--- src/inc/mia_pkg.sv ---
/*
  Package of the motion interrupt aggregator: register map, field positions,
  reset values, command codes and the carrier structs.
  Assumes a 32-bit AHB-Lite register bus and a single system clock.
*/
package mia_pkg;
  // Register byte offsets
  localparam logic [7:0] MIA_OFS_X_ENABLE = 8'h00;
  localparam logic [7:0] MIA_OFS_Y_ENABLE = 8'h04;
  localparam logic [7:0] MIA_OFS_X_STATUS = 8'h08;
  localparam logic [7:0] MIA_OFS_Y_STATUS = 8'h0C;
  localparam logic [7:0] MIA_OFS_INTERP_CONFIG = 8'h10;
  localparam logic [7:0] MIA_OFS_MAIN_STATUS = 8'h14;
  localparam logic [7:0] MIA_OFS_COMMAND = 8'h18;
  localparam logic [7:0] MIA_OFS_IRQ_LEVEL = 8'h1C;

  // Axis enable bits D9..D15 map to status bits D1..D7
  localparam int MIA_AXIS_EN_LSB = 9;
  localparam int MIA_AXIS_ST_LSB = 1;
  localparam int MIA_AXIS_EVENTS = 7;
  localparam logic [15:0] MIA_AXIS_EN_MASK = 16'hFE00;
  // Interpolation config enables
  localparam int MIA_CONT_IRQ_EN_BIT = 14;
  localparam int MIA_PAT_IRQ_EN_BIT = 15;
  // Main status fields
  localparam int MIA_NEXT_NODE_BIT = 9;
  localparam int MIA_PAT_STACK_LSB = 13;
  localparam int MIA_CONT_PEND_BIT = 0;
  localparam int MIA_PAT_PEND_BIT = 1;

  localparam logic [15:0] MIA_ENABLE_RESET = 16'h0000;
  localparam logic [15:0] MIA_CONFIG_RESET = 16'h0000;

  // Command code and stack-count values
  localparam logic [7:0] MIA_CMD_IRQ_CLEAR = 8'h3D;
  localparam logic [1:0] MIA_STACK_ONE = 2'h1;
  localparam logic [1:0] MIA_STACK_TWO = 2'h2;

  localparam logic [1:0] MIA_HTRANS_NONSEQ = 2'h2;
  localparam logic [31:0] MIA_RDATA_UNMAPPED = 32'h0000_0000;

  // Per-axis event pulses, bit i = axis status bit i+1
  typedef struct packed {
    logic [MIA_AXIS_EVENTS-1:0] x_evt;
    logic [MIA_AXIS_EVENTS-1:0] y_evt;
    logic x_driving;
    logic y_driving;
    logic next_node_ready;
    logic [1:0] stack_count;
    logic interp_driving;
    logic next_interp_cmd;
    logic pattern_command;
  } mia_events_s;

  typedef struct packed {
    logic sel;
    logic write;
    logic [7:0] addr;
  } mia_aphase_s;

  typedef struct packed {
    mia_aphase_s ap;
    logic [15:0] x_en;
    logic [15:0] y_en;
    logic [15:0] x_st;
    logic [15:0] y_st;
    logic [15:0] interp_cfg;
    logic cont_pend;
    logic pat_pend;
    logic [1:0] stack_prev;
    logic interp_drv_prev;
    logic irq_n;
    logic irq_oe;
    logic bus_ready;
    logic bus_err;
    logic [31:0] hrdata;
  } mia_state_s;
endpackage
--- src/hw/mia_aggregator.sv ---
/*
  Motion interrupt aggregator: gathers axis and interpolation events into one
  active-low open-drain interrupt output, with registers on AHB-Lite.
  Assumes event inputs are one-cycle pulses synchronous to clk, and that the
  pad or testbench resolves the open-drain level from irq_out_n and irq_oe.
*/
// Overview of operation
// - Accept X, Y, bit-pattern and continuous-interpolation interrupt sources.
// - One interrupt output: OR of enabled pending sources, low when asserted, else released.
// - Every source has its own enable; reset clears all enables.
// - Enable D9, status D1: position reaches or exceeds lower compare.
// - Enable D10, status D2: position falls below lower compare.
// - Enable D11, status D3: position rises above upper compare.
// - Enable D12, status D4: position at or below upper compare.
// - Enable D13, status D5: drive enters deceleration from constant speed.
// - Enable D14, status D6: drive enters constant speed from acceleration.
// - Enable D15, status D7: drive has ended.
// - Writing 1 enables an axis event, writing 0 masks it.
// - Enabled axis event during driving sets its status bit and pulls output low.
// - Reading axis status clears its set bits and releases the output.
// - Config D14 enables next-node interrupt, shown in main status D9; next command clears.
// - Config D15 enables stack 2-to-1 interrupt, stack in D14..13; pattern command clears.
// - Command 3Dh clears pending interpolation interrupts and releases the output.
// - End of interpolation drive releases the interpolation interrupt automatically.
`timescale 1ns/1ns
module mia_aggregator
  import mia_pkg::*;
(
  // Clock and reset
  input wire logic clk,
  input wire logic arst_n,
  // AHB-Lite slave
  input wire logic hsel,
  input wire logic [31:0] haddr,
  input wire logic [1:0] htrans,
  input wire logic hwrite,
  input wire logic [2:0] hsize,
  input wire logic [31:0] hwdata,
  input wire logic hready,
  output logic hreadyout,
  output logic hresp,
  output logic [31:0] hrdata,
  // Event sources
  input wire mia_events_s events,
  // Open-drain interrupt pin
  output logic irq_out_n,
  output logic irq_oe
);

  mia_state_s state_reg;
  mia_state_s state_next;

  // Latch enabled axis events; set wins over a read-clear in the same cycle
  function automatic logic [15:0] axis_update(
    input logic [15:0] st,
    input logic [15:0] en,
    input logic [MIA_AXIS_EVENTS-1:0] evt,
    input logic driving,
    input logic clear
  );
    logic [15:0] set_bits;
    logic [15:0] res;
    set_bits = '0;
    for (int i = 0; i < MIA_AXIS_EVENTS; i++) begin
      set_bits[MIA_AXIS_ST_LSB + i] = evt[i] & en[MIA_AXIS_EN_LSB + i] & driving;
    end
    res = clear ? 16'h0000 : st;
    return res | set_bits;
  endfunction

  // Axis flags pend only while their enable is still set
  function automatic logic axis_pending(input logic [15:0] st, input logic [15:0] en);
    logic p;
    p = 1'b0;
    for (int i = 0; i < MIA_AXIS_EVENTS; i++) begin
      p = p | (st[MIA_AXIS_ST_LSB + i] & en[MIA_AXIS_EN_LSB + i]);
    end
    return p;
  endfunction

  logic dp_rd;
  logic dp_wr;
  logic rd_x_st;
  logic rd_y_st;
  logic cmd_clear;
  logic cont_set;
  logic pat_set;
  logic drive_end;
  logic any_pend;
  logic [31:0] rdata;
  logic [15:0] main_st;

  always_comb begin
    state_next = state_reg;
    dp_rd = state_reg.ap.sel & ~state_reg.ap.write;
    dp_wr = state_reg.ap.sel & state_reg.ap.write;
    rd_x_st = dp_rd & (state_reg.ap.addr == MIA_OFS_X_STATUS);
    rd_y_st = dp_rd & (state_reg.ap.addr == MIA_OFS_Y_STATUS);
    cmd_clear = dp_wr & (state_reg.ap.addr == MIA_OFS_COMMAND)
      & (hwdata[7:0] == MIA_CMD_IRQ_CLEAR);

    // Address phase capture; every transfer completes in one data cycle
    state_next.ap.sel = hsel & hready & (htrans == MIA_HTRANS_NONSEQ);
    state_next.ap.write = hwrite;
    state_next.ap.addr = haddr[7:0];

    if (dp_wr) begin
      case (state_reg.ap.addr)
        MIA_OFS_X_ENABLE: state_next.x_en = hwdata[15:0] & MIA_AXIS_EN_MASK;
        MIA_OFS_Y_ENABLE: state_next.y_en = hwdata[15:0] & MIA_AXIS_EN_MASK;
        MIA_OFS_INTERP_CONFIG: state_next.interp_cfg = hwdata[15:0];
        default: ;
      endcase
    end

    state_next.x_st = axis_update(state_reg.x_st, state_reg.x_en, events.x_evt,
      events.x_driving, rd_x_st);
    state_next.y_st = axis_update(state_reg.y_st, state_reg.y_en, events.y_evt,
      events.y_driving, rd_y_st);

    // Interpolation sources
    cont_set = events.next_node_ready & state_reg.interp_cfg[MIA_CONT_IRQ_EN_BIT];
    pat_set = (state_reg.stack_prev == MIA_STACK_TWO) & (events.stack_count == MIA_STACK_ONE)
      & state_reg.interp_cfg[MIA_PAT_IRQ_EN_BIT];
    drive_end = state_reg.interp_drv_prev & ~events.interp_driving;
    state_next.stack_prev = events.stack_count;
    state_next.interp_drv_prev = events.interp_driving;
    if (events.next_interp_cmd | cmd_clear | drive_end) begin
      state_next.cont_pend = 1'b0;
    end
    if (events.pattern_command | cmd_clear | drive_end) begin
      state_next.pat_pend = 1'b0;
    end
    // A new event outranks any clear in the same cycle
    if (cont_set) begin
      state_next.cont_pend = 1'b1;
    end
    if (pat_set) begin
      state_next.pat_pend = 1'b1;
    end

    any_pend = axis_pending(state_next.x_st, state_next.x_en)
      | axis_pending(state_next.y_st, state_next.y_en)
      | (state_next.cont_pend & state_next.interp_cfg[MIA_CONT_IRQ_EN_BIT])
      | (state_next.pat_pend & state_next.interp_cfg[MIA_PAT_IRQ_EN_BIT]);
    state_next.irq_n = ~any_pend;
    state_next.irq_oe = any_pend;
    // Zero wait states and always OKAY, yet still registered for clean outputs
    state_next.bus_ready = 1'b1;
    state_next.bus_err = 1'b0;

    main_st = '0;
    main_st[MIA_NEXT_NODE_BIT] = events.next_node_ready;
    main_st[MIA_PAT_STACK_LSB +: 2] = events.stack_count;
    main_st[MIA_CONT_PEND_BIT] = state_reg.cont_pend;
    main_st[MIA_PAT_PEND_BIT] = state_reg.pat_pend;

    // Read data for the address now in its address phase
    rdata = MIA_RDATA_UNMAPPED;
    case (haddr[7:0])
      MIA_OFS_X_ENABLE: rdata = {16'h0000, state_next.x_en};
      MIA_OFS_Y_ENABLE: rdata = {16'h0000, state_next.y_en};
      MIA_OFS_X_STATUS: rdata = {16'h0000, state_next.x_st};
      MIA_OFS_Y_STATUS: rdata = {16'h0000, state_next.y_st};
      MIA_OFS_INTERP_CONFIG: rdata = {16'h0000, state_next.interp_cfg};
      MIA_OFS_MAIN_STATUS: rdata = {16'h0000, main_st};
      MIA_OFS_IRQ_LEVEL: rdata = {31'h0000_0000, any_pend};
      default: rdata = MIA_RDATA_UNMAPPED;
    endcase
    state_next.hrdata = state_next.ap.sel & ~hwrite ? rdata : 32'h0000_0000;
  end

  always_ff @(posedge clk or negedge arst_n) begin
    if (!arst_n) begin
      state_reg <= '0;
      state_reg.x_en <= MIA_ENABLE_RESET;
      state_reg.y_en <= MIA_ENABLE_RESET;
      state_reg.interp_cfg <= MIA_CONFIG_RESET;
      state_reg.irq_n <= 1'b1;
      state_reg.bus_ready <= 1'b1;
    end else begin
      state_reg <= state_next;
    end
  end

  assign hreadyout = state_reg.bus_ready;
  assign hresp = state_reg.bus_err;
  assign hrdata = state_reg.hrdata;
  assign irq_out_n = state_reg.irq_n;
  assign irq_oe = state_reg.irq_oe;

endmodule

--- config.mk ---
export PLATFORM = sky130hd
export DESIGN_NAME = mia_aggregator
export DESIGN_NICKNAME = d
export VERILOG_FILES = /design/src/inc/mia_pkg.sv /design/src/hw/mia_aggregator.sv
export SDC_FILE = /design/constraint.sdc
export NUM_CORES = 1
export LEC_CHECK = 0
export ABC_AREA = 1
export BUFFER_PORTS_ARGS = -buffer_cell sky130_fd_sc_hd__buf_2
export CORE_UTILIZATION = 53
export CTS_CLUSTER_SIZE = 40
export DETAILED_ROUTE_END_ITERATION = 8
export PLACE_DENSITY = 0.83
export SLEW_MARGIN = 15
export SYNTH_ARGS = -nofsm -noshare
export SYNTH_HDL_FRONTEND = slang
export SYNTH_SLANG_ARGS = --single-unit
--- constraint.sdc ---
create_clock -name clk -period 2.2 [get_ports clk]
set_input_delay 0.11 -clock clk [delete_from_list [all_inputs] [get_ports clk]]
set_output_delay 0.11 -clock clk [all_outputs]
set_load 0.01 [all_outputs]
==> implementation parameters, run 1 <==
Parameter                              Value

Status
  Run status ... finished, final reports clean

Route
  Via total after detailed routing ... 4,430
  Number of remaining DRC errors ... 0
  Wire length reported by the detailed router ... 13.7 mm
  Vias per inst ... 5.36
  Count of routing violations after the opening detailed-route iteration ... 363
  Number of nets with antenna violations after routing ... 0
  Wire per inst ... 16.6 um
  Number of detailed-routing iterations run before antenna repair ... 5

Global routing
  First-pass GRT wire length ... 21.9 mm
  Total routing resource utilization after global routing ... 0.301
  Total global routing overflow ... 0
  Initial antenna violation count ... 0
  Largest net degree at the start of global routing ... 49
  Vias in the first global route ... 4,627

Power and ir drop
  Share of total power consumed by net switching ... 0.207
  Switching power of the nets ... 1030 uW
  Internal Power ... 3940 uW
  Combinational share of power ... 0.055
  Proportion of power drawn by the clock network ... 0.519
  Flop pwr share ... 0.426
  Pleak ... 0.00320 uW
  Worst-case vdd ir drop ... 0.561 mV
  Power per unit of standard cell area ... 761 nW/um2
  Total power of the final layout ... 4960 uW

Layout
  Commonest non-fill, non-tap cell in the layout ... nand2_1
  Growth of design area from synthesis to finish ... 30.3%
  Fraction of layout instances using a drive strength above 1 ... 0.208
  NumNets Final ... 800
  Max FFs per register ... 93
  Number of antenna cells inserted ... 0
  Commonest cells after routing, fill and taps aside ... nand2_1 (188), dfrtp_1 (112), buf_2 (69), dlygate4sd3_1 (58), inv_1 (52)

Clock network
  Num CTS Buffers ... 17
  Clock Tree Root ... clkbuf_8
  Clock latency on the worst-skew pair ... 0.52 ns
  Clk sinks ... 113
  CTS clk-pin slew, worst paths ... 0.05 ns
  Post-CTS setup buffers ... 0
  Total number of H-tree levels ... 4
  TritonCTS clock tree ... done
  Max clock buf depth ... 2

Min path
  Hold Crit Class ... in2reg
  Hold Path End ... state_reg[78]
  Worst Hold Launch ... events[7]
  Min-Delay Path Depth ... 3

Timing
  Ratio of final minimum period to clock period ... 0.949
  Final slew viol count ... 0
  Achievable frequency ... 479 MHz
  Number of hold violations in the final report ... 0
  Worst-Margin Slew ... 0.715 ns
  RSZ-0062 raised after global routing ... false
  Max_slew headroom ... 0.520
  Final setup violation count ... 0
  Tmin final ... 2.09 ns
  Worst setup skew after layout ... 0.00660 ns
  Total negative slack ... 0 ns

Floorplan
  Starting density of the core ... 0.544
  Total number of placement rows ... 35
  Boundary pin count ... 132
  Chip Width ... 99.1 um
  Die height ... 99.1 um
  Core region area ... 9200 um2
  Die Outline Area ... 9830 um2

Setup path
  Worst reg-to-reg path cell count ... 8
  Critical path arrival ... 2.49 ns
  Crit end category ... flip-flop
  Worst setup path category ... reg2reg
  CP Launch Type ... flip-flop
  Req. time, crit path ... 2.60 ns
  Critical register-to-register path endpoint ... hrdata[1]
  Worst setup slack for register-to-register paths ... 0.11 ns
  Crit Path Max Fanout ... 11
  Crit Reg-Reg Startpoint ... state_reg[122]

Synthesis
  Unique cell type count in the Yosys netlist ... 34
  Number of flops mapped to enable cells by yosys ... 0
  Synthesized instance count ... 571
  Asr flop ratio synth ... 1.00
  Primary FF master, synth ... dfrtp_1
  Area share of the leading cell type in the synthesized netlist ... 0.560
  Sequential cell area fraction in the yosys report ... 0.566
  Mean cell area of the mapped netlist ... 8.76 um2
  Combined area of all synthesized cells ... 5000 um2
  Leading area contributor after synthesis ... dfrtp_1
  Cell types occupying the most area after synthesis ... dfrtp_1 (56%), nand2_1 (14%), buf_4 (5.4%)
  Number of flip-flops and latches in the synthesized netlist ... 113
  Total of warnings raised by yosys ... 0

Placed design
  Final weighted congestion in routability-driven placement ... 0.928
  Buffers on Ports ... 70
  Sum of net half-perimeters after detailed placement ... 8.51 mm

Job
  Max-capacitance violation count ... 0
-- per-layer routing --
metal	track usage	vias up	share of wire
li1	-	2017	-
met2	0.496	253	0.49
met4	0.160	0	0.036
met5	0	-	0
met3	0.0864	46	0.082
met1	0.360	2114	0.40
-- area by class of cell --
class / count / area (um2)
sequential: 113 / 2830
fill: 640 / 2680
multi-input combinational: 368 / 1700
timing repair buffer: 143 / 1060
clock buffer: 24 / 480
inverter: 61 / 231
tap: 111 / 139
clock inverter: 6 / 80.1
-- synthesized netlist by cell type, types with 3 or more instances --
master	instances
a21oi_1	11
a22oi_1	6
a31oi_1	3
a41oi_1	10
buf_2	7
buf_4	36
dfrtp_1	112
inv_1	52
inv_2	8
mux2_2	3
nand2_1	188
nand2_2	8
nand3_1	35
nor2_1	52
nor2_2	6
nor2_4	3
nor3_1	4
o21ai_1	5
-- stage by stage --
step                      hold WS, ns  cells  utilization  setup slack, ns  area [um2]
after floorplan                -0.186    587            -            0.589        5060
after global placement          0.137    738        0.583            0.224        5370
after detailed placement        0.138    738        0.583            0.168        5370
after CTS                     0.00129    826        0.707           0.0679        6510
after global routing          0.00524    826        0.709          0.00480        6520
final                          0.0292    826        0.709            0.112        6520
-- timing repair --
| action | 4_1_cts | 5_1_grt |
|---|---|---|
| hold buffers | 58 | 0 |
| endpoints found under the setup margin | 0 | 4 |
| gates resized for setup | 0 | 3 |
| hold endpoints to repair | 102 | 0 |
-- critical path, cell delays in order, from the launching register on --
cell	delay (ns)
dfrtp_1	0.38
nor2_2	0.18
nand2_1	0.17
inv_2	0.18
nand2_2	0.20
buf_4	0.23
o21ai_1	0.18
nand2_1	0.13
a41oi_1	0.32
-- how the worst max path moves through the flow --
stage	slack, ns	end	from
floorplan	0.59	hrdata[0]	state_reg[128]
global placement	0.22	hrdata[10]	state_reg[122]
detailed placement	0.17	hrdata[10]	state_reg[122]
CTS	0.07	hrdata[10]	state_reg[122]
global route	0.005	hrdata[0]	state_reg[122]
finish	0.11	hrdata[1]	state_reg[122]
-- cell families after synthesis --
family	after synthesis	synth area share
buf+inv	106	0.108
flops	113	0.566
compound gates	43	0.0585
mux	3	0.00675
simple gates	304	0.259
other cells	2	0.00150
-- power by group through the flow --
| stage | Clock [uW] | Combinational (uW) | Sequential (uW) |
|---|---|---|---|
| CTS | 2600 | 271 | 2110 |
| detailed placement | 0 | 189 | 2150 |
| floorplan | 0 | 87.7 | 2140 |
| global route | 2700 | 301 | 2110 |
| global placement | 0 | 184 | 2150 |
| finish | 2580 | 274 | 2110 |
Note: power is estimated with default switching activity, not from simulation.
==> run 2, diff against run 1 <==
ABC_AREA = unset   (was 1)
CORE_UTILIZATION = 52   (was 53)
PLACE_DENSITY = 0.82   (was 0.83)
==> run 2 against run 1 <==
Effect of this change: the run now ends with negative setup slack left; final cell count is 15% lower; worst hold slack worse by 0.0027 ns; clock power is 6% higher; synthesized cell count is 28% lower; setup slack worse by 0.65 ns; design area is 9.3% higher; wire length is 16% higher; power is 4.0% higher; fmax is 24% lower; sequential power hardly changed.
==> implementation parameters, run 2 <==
Parameter                              Value

Route
  Number of remaining DRC errors ... 0
  Count of routing violations after the opening detailed-route iteration ... 300
  Number of nets with antenna violations after routing ... 0
  Wire per inst ... 22.6 um
  Vias per inst ... 5.93
  Wire length reported by the detailed router ... 15.9 mm
  Via total after detailed routing ... 4,176
  Number of detailed-routing iterations run before antenna repair ... 7

Clock network
  Total number of H-tree levels ... 4
  Clock latency on the worst-skew pair ... 0.52 ns
  Num CTS Buffers ... 17
  TritonCTS clock tree ... done
  CTS clk-pin slew, worst paths ... 0.06 ns
  Clock Tree Root ... clkbuf_8
  Max clock buf depth ... 2
  Clk sinks ... 113

Placed design
  # placed instances ... 615
  Buffers on Ports ... 70
  Sum of net half-perimeters after detailed placement ... 9.70 mm
  Placement Cell Area ... 5610 um2
  Final weighted congestion in routability-driven placement ... 0.928

Timing
  Max_slew headroom ... 0.496
  Ratio of final minimum period to clock period ... 1.24
  Worst-Margin Slew ... 0.756 ns
  Worst setup skew after layout ... 0.00439 ns
  Tmin final ... 2.74 ns
  Crit path setup slack, layout ... -0.536 ns
  Fin Hold WS ... 0.0265 ns
  RSZ-0062 raised after global routing ... true
  Final slew viol count ... 0
  Achievable frequency ... 366 MHz
  Final setup violation count ... 21
  Number of hold violations in the final report ... 0

Synthesis
  Compound-cell area share of the yosys netlist ... 0.137
  Ranking of synthesized cells by instance count ... dfrtp_1 (112), buf_4 (34), nand2_1 (33)
  Main combinational cell family by area after synthesis ... simple AND/OR/NAND/NOR gates
  Number of flip-flops and latches in the synthesized netlist ... 113
  Post-synthesis xor/xnor area fraction ... 0
  Primary FF master, synth ... dfrtp_1
  Unique cell type count in the Yosys netlist ... 50
  Mean cell area of the mapped netlist ... 11.8 um2
  Simple logic cell fraction of the synthesized area ... 0.144
  Combined area of all synthesized cells ... 4870 um2
  Post-Synth Adder-Cell Area ... 0
  Cell types occupying the most area after synthesis ... dfrtp_1 (58%), buf_4 (5.2%), mux2_2 (5.1%)
  Number of flops mapped to enable cells by yosys ... 0
  Most common cell in the netlist ... dfrtp_1
  Area share of the leading cell type in the synthesized netlist ... 0.576
  Mux contribution to synthesized area ... 0.0591
  Sequential cell area fraction in the yosys report ... 0.581
  Leading area contributor after synthesis ... dfrtp_1
  Asr flop ratio synth ... 1.00
  Synthesized instance count ... 412
  Total of warnings raised by yosys ... 0

Layout
  Commonest non-fill, non-tap cell in the layout ... dfrtp_1
  Max FFs per register ... 93
  Filler cell count in the final layout ... 490
  Fraction of layout instances using a drive strength above 1 ... 0.420
  Growth of design area from synthesis to finish ... 46.3%
  Fin area ... 7120 um2
  Post-Layout Cell Count ... 704
  Commonest cells after routing, fill and taps aside ... dfrtp_1 (112), buf_2 (69), buf_4 (61), dlygate4sd3_1 (41)
  NumNets Final ... 678

Job
  Max-capacitance violation count ... 0

Floorplan
  Die Outline Area ... 9750 um2
  Total number of placement rows ... 34
  Boundary pin count ... 132
  Core region area ... 8890 um2
  Die height ... 98.8 um
  Starting density of the core ... 0.548
  Chip Width ... 98.8 um

Power and ir drop
  Pleak ... 0.00328 uW
  Power per unit of standard cell area ... 725 nW/um2
  Worst-case vdd ir drop ... 0.565 mV

Status
  Run status ... complete, but fails checks
  Failing checks ... negative setup slack

Setup path
  Crit end category ... flip-flop
  Critical path arrival ... 3.13 ns
  CP Launch Type ... flip-flop
  Worst setup path category ... reg2reg
  Worst setup slack for register-to-register paths ... -0.54 ns
  Crit Path Max Fanout ... 4
  Req. time, crit path ... 2.59 ns

Min path
  Hold Crit Class ... in2reg

Global routing
  First-pass GRT wire length ... 24.6 mm
  Total global routing overflow ... 0
  Initial antenna violation count ... 1
  Largest net degree at the start of global routing ... 56
  Vias in the first global route ... 4,421
  Total routing resource utilization after global routing ... 0.347
-- run 2: what timing repair did --
| item | in CTS | in global routing |
|---|---|---|
| buffers inserted | 11 | 6 |
| hold buffers | 41 | 0 |
| resized for setup | 59 | 24 |
| endpoints found under the setup margin | 18 | 20 |
| hold endpoints to repair | 90 | 0 |
| pin swaps | 20 | 15 |
-- run 2: worst paths after layout --
path | start | depth (start not counted) | endpoint
min in group asynchronous | arst_n | 2 | hrdata[9]
worst max register to register | state_reg[126] | 7 | irq_oe
worst min-delay path | hwdata[14] | 3 | state_reg[119]
worst max-delay path | state_reg[126] | 7 | irq_oe
worst min register to register | state_reg[87] | 1 | state_reg[87]
max in group asynchronous | arst_n | 3 | state_reg[128]
-- run 2: report_power, final --
part / total (uW) / internal (uW) / leakage, uW / switching, uW
Combinational: 307 / 140 / 0.00153 / 167
Clock: 2740 / 1750 / 0.000280 / 988
Sequential: 2120 / 2100 / 0.00146 / 16.6
Total: 5160 / 3990 / 0.00328 / 1170
-- run 2: cell families (layout without fill, tap and decap cells) --
group / after synthesis / count (layout)
AO/OA/AOI/OAI: 83 / 83
AND/OR/NAND/NOR: 124 / 124
flip-flops: 113 / 113
multiplexers: 26 / 26
other: 2 / 19
buffers and inverters: 64 / 231
-- run 2: area by class of cell --
class	instances	area (um2)	share of cell area
flip-flops and latches	113	2830	0.397
multi-input cells	251	2090	0.293
repair buffers	188	1430	0.201
clock buffers	19	432	0.0606
clock inverters	13	161	0.0227
well taps	108	135	0.0190
inverters	11	41.3	0.00580
diodes	1	2.50	0.000351
-- run 2: metrics by stage --
| stage | setup TNS [ns] | power [uW] | utilization | setup slack [ns] |
|---|---|---|---|---|
| after floorplan | -2.23 | 2230 | - | -0.487 |
| after global placement | -4.47 | 2360 | 0.631 | -0.526 |
| after detailed placement | -5.24 | 2360 | 0.631 | -0.578 |
| after CTS | -4.34 | 5160 | 0.784 | -0.476 |
| after global routing | -6.24 | 5300 | 0.801 | -0.575 |
| final | -5.51 | 5160 | 0.801 | -0.536 |
-- run 2: layer usage --
layer,global-route usage,up-vias,wire (um),part of all wire
li1,-,1796,-,-
met1,0.441,2101,6190,0.39
met2,0.576,228,8010,0.50
met3,0.0610,51,1030,0.065
met4,0.172,0,647,0.041
met5,0,-,0,0
-- run 2: critical path, stage by stage (launching register included) --
cell and delay, ns:
dfrtp_1 0.40, or4_4 0.59, nor3_2 0.17, buf_4 0.19, mux2_4 0.32, a2111oi_4 0.35, nand4_1 0.20, or3_4 0.38
